## src/shared/host_port_pkg.sv

```systemverilog
// shared constants and types for the parallel slave host port
package host_port_pkg;

   // ==========================================
   // register map (byte offsets, 8-bit data)
   localparam logic [2:0] CONTROL_OFFSET = 3'h0;
   localparam logic [2:0] DATA_OFFSET = 3'h1;
   localparam logic [2:0] DIRECTION_OFFSET = 3'h2;
   localparam logic [2:0] FLAG_OFFSET = 3'h3;
   localparam logic [2:0] ENABLE_OFFSET = 3'h4;
   localparam logic [2:0] PRIORITY_OFFSET = 3'h5;

   // ==========================================
   // field positions
   localparam int IN_FULL_BIT = 7;
   localparam int OUT_FULL_BIT = 6;
   localparam int OVERRUN_BIT = 5;
   localparam int ENABLE_BIT = 4;
   localparam int IRQ_FLAG_BIT = 7;

   // ==========================================
   // reset values
   localparam logic [7:0] CONTROL_RESET = 8'h00;
   localparam logic [7:0] DATA_RESET = 8'h00;
   localparam logic [2:0] DIRECTION_RESET = 3'h7;
   localparam logic [2:0] DIRECTION_ALL_IN = 3'h7;
   localparam logic [7:0] UNMAPPED_READ = 8'h00;

   // ==========================================
   // carriers
   typedef struct packed {
      logic select_n;
      logic read_n;
      logic write_n;
   } strobes_s;

   typedef struct packed {
      logic in_buffer_full;
      logic out_buffer_full;
      logic in_buffer_overrun;
      logic host_port_enable;
   } status_s;

   typedef enum logic [1:0] {
      IDLE = 2'b00,
      HOST_WRITE = 2'b01,
      HOST_READ = 2'b10
   } cycle_e;

endpackage : host_port_pkg

```

## src/logic/parallel_slave_host_port.sv

```systemverilog
// parallel slave host port: async 8-bit host latch with status and irq
//
// The address map and the address-and-strobe port were left to the implementer.
`timescale 1ns/1ps
// What this block does
// - enable bit 4 set turns the data pins into an 8-bit slave bus
// - host strobes arrive with no shared clock and are sampled through a two-flop synchroniser on clk_in
// - enable reassigns three control pins as read, write and select inputs
// - all three control pin direction bits must be inputs for port use
// - host write spans select and write low, ends when either goes high
// - write end sets the irq flag and in-buffer-full
// - select and read low drive the out latch onto pins, set out-full
// - cpu write during host read shows at once but leaves out-full alone
// - read end releases the pins and sets the irq flag
// - software waits for the irq flag then polls the full bits
// - in-buffer-full is read-only bit 7, resets to zero
// - out-buffer-full is read-only bit 6, clears once host takes the byte
// - overrun bit 5 sets on write while byte unread, software clears it
// - enable bit 4 is read/write, resets to zero
// - control bits 3 to 0 read zero and ignore writes
// - port works only in internal-program microcontroller mode
// - irq flag has matching enable and priority bits
module parallel_slave_host_port #(
   parameter int DATA_W = 8
) (
   input wire logic clk_in,
   input wire logic resetn_in,
   // register port
   input wire logic [2:0] reg_addr_in,
   input wire logic [7:0] reg_wdata_in,
   input wire logic reg_write_in,
   input wire logic reg_read_in,
   output logic [7:0] reg_rdata_out,
   // mode from the system: high in internal-program microcontroller mode
   input wire logic mcu_mode_in,
   // host pins
   input wire logic read_strobe_pin_n_in,
   input wire logic write_strobe_pin_n_in,
   input wire logic select_pin_n_in,
   input wire logic [DATA_W-1:0] slave_data_pins_in,
   output logic [DATA_W-1:0] slave_data_pins_out,
   output logic slave_data_pins_oe_out,
   // interrupt
   output logic irq_out,
   output logic irq_high_priority_out
);

   // ==========================================
   // register state
   logic enable_q;
   logic in_full_q;
   logic out_full_q;
   logic overrun_q;
   logic [2:0] direction_q;
   logic irq_flag_q;
   logic irq_enable_q;
   logic irq_priority_q;
   logic [DATA_W-1:0] out_latch_q;
   logic [DATA_W-1:0] in_latch_q;
   logic [DATA_W-1:0] capture_q;
   logic [7:0] rdata_q;

   // ==========================================
   // synchronisers
   host_port_pkg::strobes_s strobe_meta_q;
   host_port_pkg::strobes_s strobe_sync_q;
   logic [DATA_W-1:0] data_meta_q;
   logic [DATA_W-1:0] data_sync_q;
   host_port_pkg::cycle_e cycle_q;
   host_port_pkg::cycle_e cycle_d;

   always_ff @(posedge clk_in or negedge resetn_in) begin
      if (!resetn_in) begin
         strobe_meta_q <= '1;
         strobe_sync_q <= '1;
      end else begin
         strobe_meta_q <= {select_pin_n_in, read_strobe_pin_n_in,
                           write_strobe_pin_n_in};
         strobe_sync_q <= strobe_meta_q;
      end
   end

   // the data bus shares the strobe delay, so the host must hold it steady
   // until the strobe rises; a bus changing mid-strobe may be caught torn
   always_ff @(posedge clk_in or negedge resetn_in) begin
      if (!resetn_in) begin
         data_meta_q <= '0;
         data_sync_q <= '0;
      end else begin
         data_meta_q <= slave_data_pins_in;
         data_sync_q <= data_meta_q;
      end
   end

   // ==========================================
   // decode helpers
   function automatic logic hit(input logic [2:0] addr,
                                input logic [2:0] offset,
                                input logic strobe);
      hit = strobe && (addr == offset);
   endfunction : hit

   logic port_on;
   logic write_req;
   logic read_req;
   logic write_end;
   logic read_start;
   logic read_end;
   logic cpu_data_write;
   logic cpu_data_read;
   logic cpu_ctrl_write;
   logic cpu_flag_write;

   // mcu mode only
   // a control pin left as an output would fight the host, so stay off
   assign port_on = enable_q && mcu_mode_in &&
                    (direction_q == host_port_pkg::DIRECTION_ALL_IN);

   assign write_req = port_on && !strobe_sync_q.select_n &&
                      !strobe_sync_q.write_n;
   assign read_req = port_on && !strobe_sync_q.select_n &&
                     !strobe_sync_q.read_n;

   assign cpu_data_write = hit(reg_addr_in, host_port_pkg::DATA_OFFSET,
                               reg_write_in);
   assign cpu_data_read = hit(reg_addr_in, host_port_pkg::DATA_OFFSET,
                              reg_read_in);
   assign cpu_ctrl_write = hit(reg_addr_in, host_port_pkg::CONTROL_OFFSET,
                               reg_write_in);
   assign cpu_flag_write = hit(reg_addr_in, host_port_pkg::FLAG_OFFSET,
                               reg_write_in);

   // ==========================================
   // host cycle tracker
   // a write takes priority if a host asserts both strobes at once
   always_comb begin
      cycle_d = cycle_q;
      case (cycle_q)
         host_port_pkg::IDLE: begin
            if (write_req) begin
               cycle_d = host_port_pkg::HOST_WRITE;
            end else if (read_req) begin
               cycle_d = host_port_pkg::HOST_READ;
            end
         end
         host_port_pkg::HOST_WRITE: begin
            if (!write_req) begin
               cycle_d = host_port_pkg::IDLE;
            end
         end
         host_port_pkg::HOST_READ: begin
            if (!read_req) begin
               cycle_d = host_port_pkg::IDLE;
            end
         end
         default: begin
            cycle_d = host_port_pkg::IDLE;
         end
      endcase
   end

   always_ff @(posedge clk_in or negedge resetn_in) begin
      if (!resetn_in) begin
         cycle_q <= host_port_pkg::IDLE;
      end else begin
         cycle_q <= cycle_d;
      end
   end

   assign write_end = (cycle_q == host_port_pkg::HOST_WRITE) && !write_req;
   assign read_start = (cycle_q != host_port_pkg::HOST_READ) &&
                       (cycle_d == host_port_pkg::HOST_READ);
   assign read_end = (cycle_q == host_port_pkg::HOST_READ) && !read_req;

   // ==========================================
   // host data path
   // capture follows the bus while the write is held, so the last
   // synchronised byte before the strobe rises is the one kept
   always_ff @(posedge clk_in or negedge resetn_in) begin
      if (!resetn_in) begin
         capture_q <= '0;
      end else if (write_req) begin
         capture_q <= data_sync_q;
      end
   end

   always_ff @(posedge clk_in or negedge resetn_in) begin
      if (!resetn_in) begin
         in_latch_q <= '0;
      end else if (write_end) begin
         in_latch_q <= capture_q;
      end
   end

   always_ff @(posedge clk_in or negedge resetn_in) begin
      if (!resetn_in) begin
         out_latch_q <= '0;
      end else if (cpu_data_write) begin
         out_latch_q <= reg_wdata_in[DATA_W-1:0];
      end
   end

   always_ff @(posedge clk_in or negedge resetn_in) begin
      if (!resetn_in) begin
         slave_data_pins_oe_out <= 1'b0;
      end else begin
         slave_data_pins_oe_out <= (cycle_d == host_port_pkg::HOST_READ);
      end
   end

   // pins always show the latch; the enable alone decides who drives them
   assign slave_data_pins_out = out_latch_q;

   // ==========================================
   // control and status bits
   // enable read/write
   always_ff @(posedge clk_in or negedge resetn_in) begin
      if (!resetn_in) begin
         enable_q <= host_port_pkg::CONTROL_RESET[host_port_pkg::ENABLE_BIT];
      end else if (cpu_ctrl_write) begin
         enable_q <= reg_wdata_in[host_port_pkg::ENABLE_BIT];
      end
   end

   always_ff @(posedge clk_in or negedge resetn_in) begin
      if (!resetn_in) begin
         in_full_q <= host_port_pkg::CONTROL_RESET[host_port_pkg::IN_FULL_BIT];
      end else if (write_end) begin
         in_full_q <= 1'b1;
      end else if (cpu_data_read) begin
         in_full_q <= 1'b0;
      end
   end

   always_ff @(posedge clk_in or negedge resetn_in) begin
      if (!resetn_in) begin
         out_full_q <=
            host_port_pkg::CONTROL_RESET[host_port_pkg::OUT_FULL_BIT];
      end else if (read_start) begin
         out_full_q <= 1'b1;
      end else if (cpu_data_write &&
                   cycle_q != host_port_pkg::HOST_READ) begin
         out_full_q <= 1'b1;
      end else if (read_end) begin
         out_full_q <= 1'b0;
      end
   end

   // overrun sticky
   // a write of zero clears it; a set in the same cycle wins
   always_ff @(posedge clk_in or negedge resetn_in) begin
      if (!resetn_in) begin
         overrun_q <= host_port_pkg::CONTROL_RESET[host_port_pkg::OVERRUN_BIT];
      end else if (write_end && in_full_q) begin
         overrun_q <= 1'b1;
      end else if (cpu_ctrl_write &&
                   !reg_wdata_in[host_port_pkg::OVERRUN_BIT]) begin
         overrun_q <= 1'b0;
      end
   end

   always_ff @(posedge clk_in or negedge resetn_in) begin
      if (!resetn_in) begin
         direction_q <= host_port_pkg::DIRECTION_RESET;
      end else if (hit(reg_addr_in, host_port_pkg::DIRECTION_OFFSET,
                       reg_write_in)) begin
         direction_q <= reg_wdata_in[2:0];
      end
   end

   // ==========================================
   // interrupt flag, enable, priority
   // flag on write end or read end
   // held until cleared
   // write one clears; an event in the same cycle wins over the clear
   always_ff @(posedge clk_in or negedge resetn_in) begin
      if (!resetn_in) begin
         irq_flag_q <= 1'b0;
      end else if (write_end || read_end) begin
         irq_flag_q <= 1'b1;
      end else if (cpu_flag_write &&
                   reg_wdata_in[host_port_pkg::IRQ_FLAG_BIT]) begin
         irq_flag_q <= 1'b0;
      end
   end

   always_ff @(posedge clk_in or negedge resetn_in) begin
      if (!resetn_in) begin
         irq_enable_q <= 1'b0;
      end else if (hit(reg_addr_in, host_port_pkg::ENABLE_OFFSET,
                       reg_write_in)) begin
         irq_enable_q <= reg_wdata_in[host_port_pkg::IRQ_FLAG_BIT];
      end
   end

   always_ff @(posedge clk_in or negedge resetn_in) begin
      if (!resetn_in) begin
         irq_priority_q <= 1'b0;
      end else if (hit(reg_addr_in, host_port_pkg::PRIORITY_OFFSET,
                       reg_write_in)) begin
         irq_priority_q <= reg_wdata_in[host_port_pkg::IRQ_FLAG_BIT];
      end
   end

   assign irq_out = irq_flag_q && irq_enable_q;
   assign irq_high_priority_out = irq_flag_q && irq_enable_q &&
                                  irq_priority_q;

   // ==========================================
   // register read port
   host_port_pkg::status_s status;
   assign status = '{in_buffer_full: in_full_q,
                     out_buffer_full: out_full_q,
                     in_buffer_overrun: overrun_q,
                     host_port_enable: enable_q};

   always_ff @(posedge clk_in or negedge resetn_in) begin
      if (!resetn_in) begin
         rdata_q <= host_port_pkg::UNMAPPED_READ;
      end else if (reg_read_in) begin
         case (reg_addr_in)
            host_port_pkg::CONTROL_OFFSET: begin
               rdata_q <= {status, 4'h0};
            end
            host_port_pkg::DATA_OFFSET: begin
               rdata_q <= 8'(in_latch_q);
            end
            host_port_pkg::DIRECTION_OFFSET: begin
               rdata_q <= {5'h00, direction_q};
            end
            host_port_pkg::FLAG_OFFSET: begin
               rdata_q <= {irq_flag_q, 7'h00};
            end
            host_port_pkg::ENABLE_OFFSET: begin
               rdata_q <= {irq_enable_q, 7'h00};
            end
            host_port_pkg::PRIORITY_OFFSET: begin
               rdata_q <= {irq_priority_q, 7'h00};
            end
            default: begin
               rdata_q <= host_port_pkg::UNMAPPED_READ;
            end
         endcase
      end else begin
         rdata_q <= host_port_pkg::UNMAPPED_READ;
      end
   end

   assign reg_rdata_out = rdata_q;

endmodule : parallel_slave_host_port

```

## config.mk

```make
export PLATFORM = sky130hd
export DESIGN_NAME = parallel_slave_host_port
export DESIGN_NICKNAME = d
export VERILOG_FILES = /design/src/shared/host_port_pkg.sv /design/src/logic/parallel_slave_host_port.sv
export SDC_FILE = /design/constraint.sdc
export NUM_CORES = 1
export LEC_CHECK = 0
export BUFFER_PORTS_ARGS = -buffer_cell sky130_fd_sc_hd__buf_2
export CAP_MARGIN = 20
export CORE_ASPECT_RATIO = 1.1
export CORE_UTILIZATION = 49
export DETAILED_ROUTE_END_ITERATION = 10
export PLACE_DENSITY = 0.79
export SLEW_MARGIN = 0
export SYNTH_ARGS = -nofsm -noshare
export SYNTH_HDL_FRONTEND = slang
export SYNTH_SLANG_ARGS = --single-unit
export TNS_END_PERCENT = 10
```

## constraint.sdc

```tcl
create_clock -name clk_in -period 1.55 [get_ports clk_in]
set_input_delay 0.155 -clock clk_in [delete_from_list [all_inputs] [get_ports clk_in]]
set_output_delay 0.155 -clock clk_in [all_outputs]
set_load 0.05 [all_outputs]
```

# ---- Yosys cells after proc, flatten, opt, wreduce, memory -nomap -nowiden
# Index checks and enable logic that the tools add are counted.
dict set report word_totals {
  wordCells 82
  memories 0
  inputBits 27
  mem_bits_ro 0
  ram_bits 0
  latchBits 0
  out_inout_bits 19
  register_bits 67
}
dict set report op_classes {
  shift 0
  addsub 0
  muxes 16
  mul 0
  n_bitwise 0
  magnitude_cmp 0
  n_div 0
  n_eq_ne 10
  n_reduce_logical 34
}
# op count
set op_table {}
lappend op_table {{$pmux W8 S6} 1}
lappend op_table {{$logic_and A1 B1 Y1} 21}
lappend op_table {{$eq A3 B3 Y1 const B} 3}
lappend op_table {{$mux W1} 9}
lappend op_table {{$mux W2} 4}
lappend op_table {{$mux W8} 1}
lappend op_table {{$eq A3 B2 Y1 const B} 2}
lappend op_table {{$logic_not A1 Y1} 6}
lappend op_table {{$pmux W2 S3} 1}
lappend op_table {{$reduce_bool A2 Y1} 3}
lappend op_table {{$eq A2 B2 Y1 const B} 2}
lappend op_table {{$eq A3 B1 Y1 const B} 1}
lappend op_table {{$logic_not A3 Y1} 1}
lappend op_table {{$reduce_bool A3 Y1} 1}
lappend op_table {{$eq A2 B1 Y1 const B} 1}
lappend op_table {{$logic_not A2 Y1} 1}
lappend op_table {{$ne A2 B2 Y1 const B} 1}
lappend op_table {{$logic_or A1 B1 Y1} 1}

# ---- Longest topological paths before layout
dict set report depth {
  depth_word 10
  ltp_mapped 5
  ltp_nobuf 3
}

# ---- Least setup slack after synthesis
# No wires, ideal clock.
dict set report synth_path {
  path_type {register to register}
  startpoint {register direction_q[1]}
  endpoint {register in_latch_q[1]}
  slack_ns -0.056
  t_required_ns 1.425
  synth_period_minus_slack_ns 1.606
  setup_ns 0.125
  stages_incl_launch_ff 5
  t_arrival_ns 1.481
  path_buffers 1
  cell_sequence {dfstp_2 nand4b_4 o311ai_4 buf_6 mux2_4}
}
dict set report synth_via {
  elab_chain_len 6
}
# element line
set synth_rtl {}
lappend synth_rtl {{start, declared} parallel_slave_host_port.sv:54} ;# logic [2:0] direction_q;
lappend synth_rtl {{start signal, assigned} parallel_slave_host_port.sv:264} ;# direction_q <= host_port_pkg::DIRECTION_RESET;
lappend synth_rtl {{start signal, assigned} parallel_slave_host_port.sv:267} ;# direction_q <= reg_wdata_in[2:0];
lappend synth_rtl {{$eq A3 B3 Y1} parallel_slave_host_port.sv:117} ;# (direction_q == host_port_pkg::DIRECTION_ALL_IN);
lappend synth_rtl {{$logic_and A1 B1 Y1} parallel_slave_host_port.sv:116} ;# assign port_on = enable_q && mcu_mode_in &&
lappend synth_rtl {{$logic_and A1 B1 Y1 (2 in series)} parallel_slave_host_port.sv:119} ;# assign write_req = port_on && !strobe_sync_q.select_n &&
lappend synth_rtl {{$logic_not A1 Y1} parallel_slave_host_port.sv:170} ;# assign write_end = (cycle_q == host_port_pkg::HOST_WRITE) && !write_req;
lappend synth_rtl {{$logic_and A1 B1 Y1} parallel_slave_host_port.sv:170}
lappend synth_rtl {{end signal, assigned} parallel_slave_host_port.sv:191} ;# in_latch_q <= capture_q;
lappend synth_rtl {{end, declared} parallel_slave_host_port.sv:59} ;# logic [DATA_W-1:0] in_latch_q;
# Every way passes these cells.
# A chain may end at the register's enable or synchronous reset.

# ---- Final worst setup path
dict set report layout_path {
  startpoint {register direction_q[1]}
  endpoint {register in_latch_q[7]}
}
# The elaborated chain is that of the path after synthesis.

==> results.py <==
metrics = {
    "finish": {
        "instances_no_fill": 295,
        "antenna_cells": 0,
        "area.growth.synth_to_final_pct": 29.9,
        "drive_above_1_share_pct": 50.2,
        "nets": 262,
    },
    "routing": {
        "drt_iter0_markers": 64,
        "drcViolationCount": 0,
        "via_count": 1495,
        "drt_first_pass_iters": 4,
        "routed_wl_um": 4020,
        "antenna_left": 0,
        "highest_layer": "met4",
        "wl_per_cell_um": 13.6,
        "wl_met3_um": 180,
        "wl_met2_um": 1960,
        "wl_met1_um": 1810,
        "vias_per_cell": 5.07,
    },
    "setup_path": {
        "endpoint": "in_latch_q[7]",
        "cp_max_fo": 5,
        "critical_path_required_ns": 1.77,
        "rr_worst_depth": 4,
        "r2r-end": "in_latch_q[7]",
        "worst-setup-path-type": "reg -> reg",
        "reg2reg_slack_ns": -0.07,
        "start_kind": "flop",
        "crit_path_start": "direction_q[1]",
        "crit_path_end_kind": "flop",
        "r2r_start": "direction_q[1]",
        "cp.arrival_ns": 1.84,
    },
    "worst_hold_path": {
        "hold_start": "reg_wdata_in[3]",
        "hold_class": "in -> reg",
    },
    "sta": {
        "maxSlewHeadroom_pct": 76.2,
        "fmax_ghz": 0.617,
        "whs_ns": 0.0558,
        "period_needed_ns": 1.62,
        "setup_slack_ns": -0.0699,
        "timing.final.crit_share_pct": 105,
        "skew_ns": 0.00524,
        "drv_slew": 0,
        "worst_pin_slew_ns": 0.352,
        "rsz0062_at_grt": "yes",
        "finalHoldViolations": 0,
        "finalSetupViolations": 7,
    },
    "clock_tree": {
        "clk_pin_slew_ns": 0.07,
        "cts_tree": "yes",
        "cts_buffer_depth": 2,
        "cts_root_buf": "clkbuf_8",
        "insertion_delay_ns": 0.33,
        "htreeDepth": 3,
        "cts_inserted_buffers": 9,
        "clkSinkCount": 67,
    },
    "logic_synthesis": {
        "ys_types": 30,
        "yosysSeqAreaShare_pct": 68.2,
        "avgSynthCellArea_um2": 15.5,
        "yosys_warnings": 0,
        "synthFlopType": "dfrtp_1",
        "yosys_register_bits": 67,
        "synthCells": 160,
        "async_flop_share_pct": 100,
        "synth_edf_count": 0,
        "synth_nets": 187,
        "syn-cell-area_um2": 2480,
    },
    "pwr": {
        "vdd_drop_max_mv": 1.25,
        "leakage_nw": 1.56,
        "power.density_nw_per_um2": 1250,
    },
    "place": {
        "dp.cells": 268,
        "gp_congestion": 0.785,
        "post-dp-hpwl_um": 2770,
        "io_buffers": 45,
    },
    "global_route": {
        "grt_usage_pct": 16.5,
        "grt_pass1_vias": 1479,
        "grt_pass1_wl_um": 6710,
        "overflow": 0,
        "grt_max_degree": 56,
        "antenna_found_initial": 0,
    },
    "run": {
        "cap_violations": 0,
    },
    "die": {
        "die_y_um": 76.6,
        "core_area_um2": 4750,
        "core.rowCount": 26,
        "die-area_um2": 5340,
        "initial_core_util_pct": 52.1,
        "die_w_um": 69.8,
        "io_pins": 46,
    },
    "status": {
        "outcome": "finished, violations left",
        "violations": "setup timing",
    },
}
==> cell usage in the layout, fill, tap and decap left out, drive strengths merged <==
| master | count |
|---|---|
| nor4 | 1 |
| nand2 | 3 |
| bufinv | 1 |
| and2 | 1 |
| dlygate4sd3 | 12 |
| mux2i | 5 |
| o211ai | 1 |
| dfstp | 9 |
| o41ai | 1 |
| a22oi | 3 |
| mux2 | 30 |
| a31oi | 1 |
| o311ai | 1 |
| or3 | 1 |
| clkbuf | 10 |
| a21oi | 1 |
| nor4bb | 1 |
| clkinvlp | 2 |
| o21ai | 7 |
| nor3b | 1 |
| nand4b | 1 |
| inv | 3 |
| and3 | 2 |
| clkinv | 2 |
| nand2b | 4 |
| nor2 | 5 |
| nand3 | 2 |
| nor2b | 2 |
| buf | 58 |
| dfrtp | 58 |
| nor3 | 10 |
==> layout make-up <==
cell class	instances	area [µm²]
tap	56	70.1
inverter	3	11.3
clock inverter	5	55.1
timing repair buffer	70	472
sequential	67	1690
multi-input combinational	84	792
clock buffer	10	128
fill	320	1530
==> layer usage <==
metal,vias up,global-route usage [%]
li1,715,-
met1,731,20.6
met2,41,26.4
met3,8,5.56
met4,0,6.60
met5,-,0
==> sequential cells by signal (all words and copies together) (netlist names), 3 cells and up <==
| signal | cells |
|---|---|
| direction_q | 3 |
| data_sync_q | 8 |
| strobe_meta_q | 3 |
| data_meta_q | 8 |
| slave_data_pins_out | 8 |
| reg_rdata_out | 8 |
| in_latch_q | 8 |
| strobe_sync_q | 3 |
| capture_q | 8 |
==> timing repair <==
item	4_1_cts	5_1_grt
setup buffers	0	0
hold buffers	12	0
endpoints found under the hold margin	23	0
gates resized for setup	3	9
setup endpoints to repair	9	18
==> report_power, final <==
| part | total, mW | leakage (nW) | switching, mW | internal, mW |
|---|---|---|---|---|
| registers | 2.03 | 0.837 | 0.0978 | 1.94 |
| clock network | 1.32 | 0.0881 | 0.593 | 0.727 |
| logic | 0.676 | 0.631 | 0.399 | 0.277 |
| total | 4.03 | 1.56 | 1.09 | 2.94 |
==> worst min-delay path by stage <==
stage / slack, ns / to / cells past startpoint
after floorplan: -0.14 / capture_q[0] / 0
after global placement: 0.06 / data_meta_q[3] / 1
after detailed placement: 0.06 / data_meta_q[3] / 1
after CTS: 0.04 / slave_data_pins_out[3] / 2
after global routing: 0.05 / slave_data_pins_out[3] / 2
final: 0.06 / slave_data_pins_out[3] / 2
==> cells in the mapped netlist, types with 2 or more instances <==
cell	instances	area (µm²)
nor2b_1	2	12.5
mux2_4	7	105
o21ai_0	7	35.0
nand2_1	3	11.3
mux2_2	23	259
mux2i_1	5	50.1
inv_1	3	11.3
nor2_1	5	18.8
a22oi_1	3	22.5
nand3_1	2	10.0
nor3_1	9	45.0
dfstp_2	9	236
clkbuf_1	2	7.51
nand2b_1	4	25.0
buf_2	3	15.0
dfrtp_1	58	1450
and3_1	2	12.5
==> worst max-delay path: stages, from the launching register on <==
cell	delay (ns)
dfstp_2	0.55
nand4b_4	0.16
o311ai_4	0.30
buf_4	0.21
mux2_4	0.29
==> per-stage QoR <==
step           utilization (%)  power, mW  setup TNS (ns)  cell area, µm²  setup WS (ns)
3_5_place_dp              60.4       2.71          -0.456            2870        -0.0686
4_1_cts                   67.0       4.05          -0.432            3180        -0.0725
6_report                  67.7       4.03          -0.369            3220        -0.0699
2_1_floorplan                -       2.46         -0.0862            2480        -0.0123
5_1_grt                   67.7       4.20           -1.10            3220         -0.142
3_3_place_gp              60.4       2.68          -0.330            2870        -0.0515
==> cells by family (layout without fill, tap and decap cells) <==
group,Yosys count,in the layout,share of synthesized area (%)
mux,35,35,16.7
simple gates,34,34,8.79
compound gates,15,15,4.50
flops,67,67,68.2
buf+inv,9,88,1.82
Note: power is estimated with default switching activity, not from simulation.
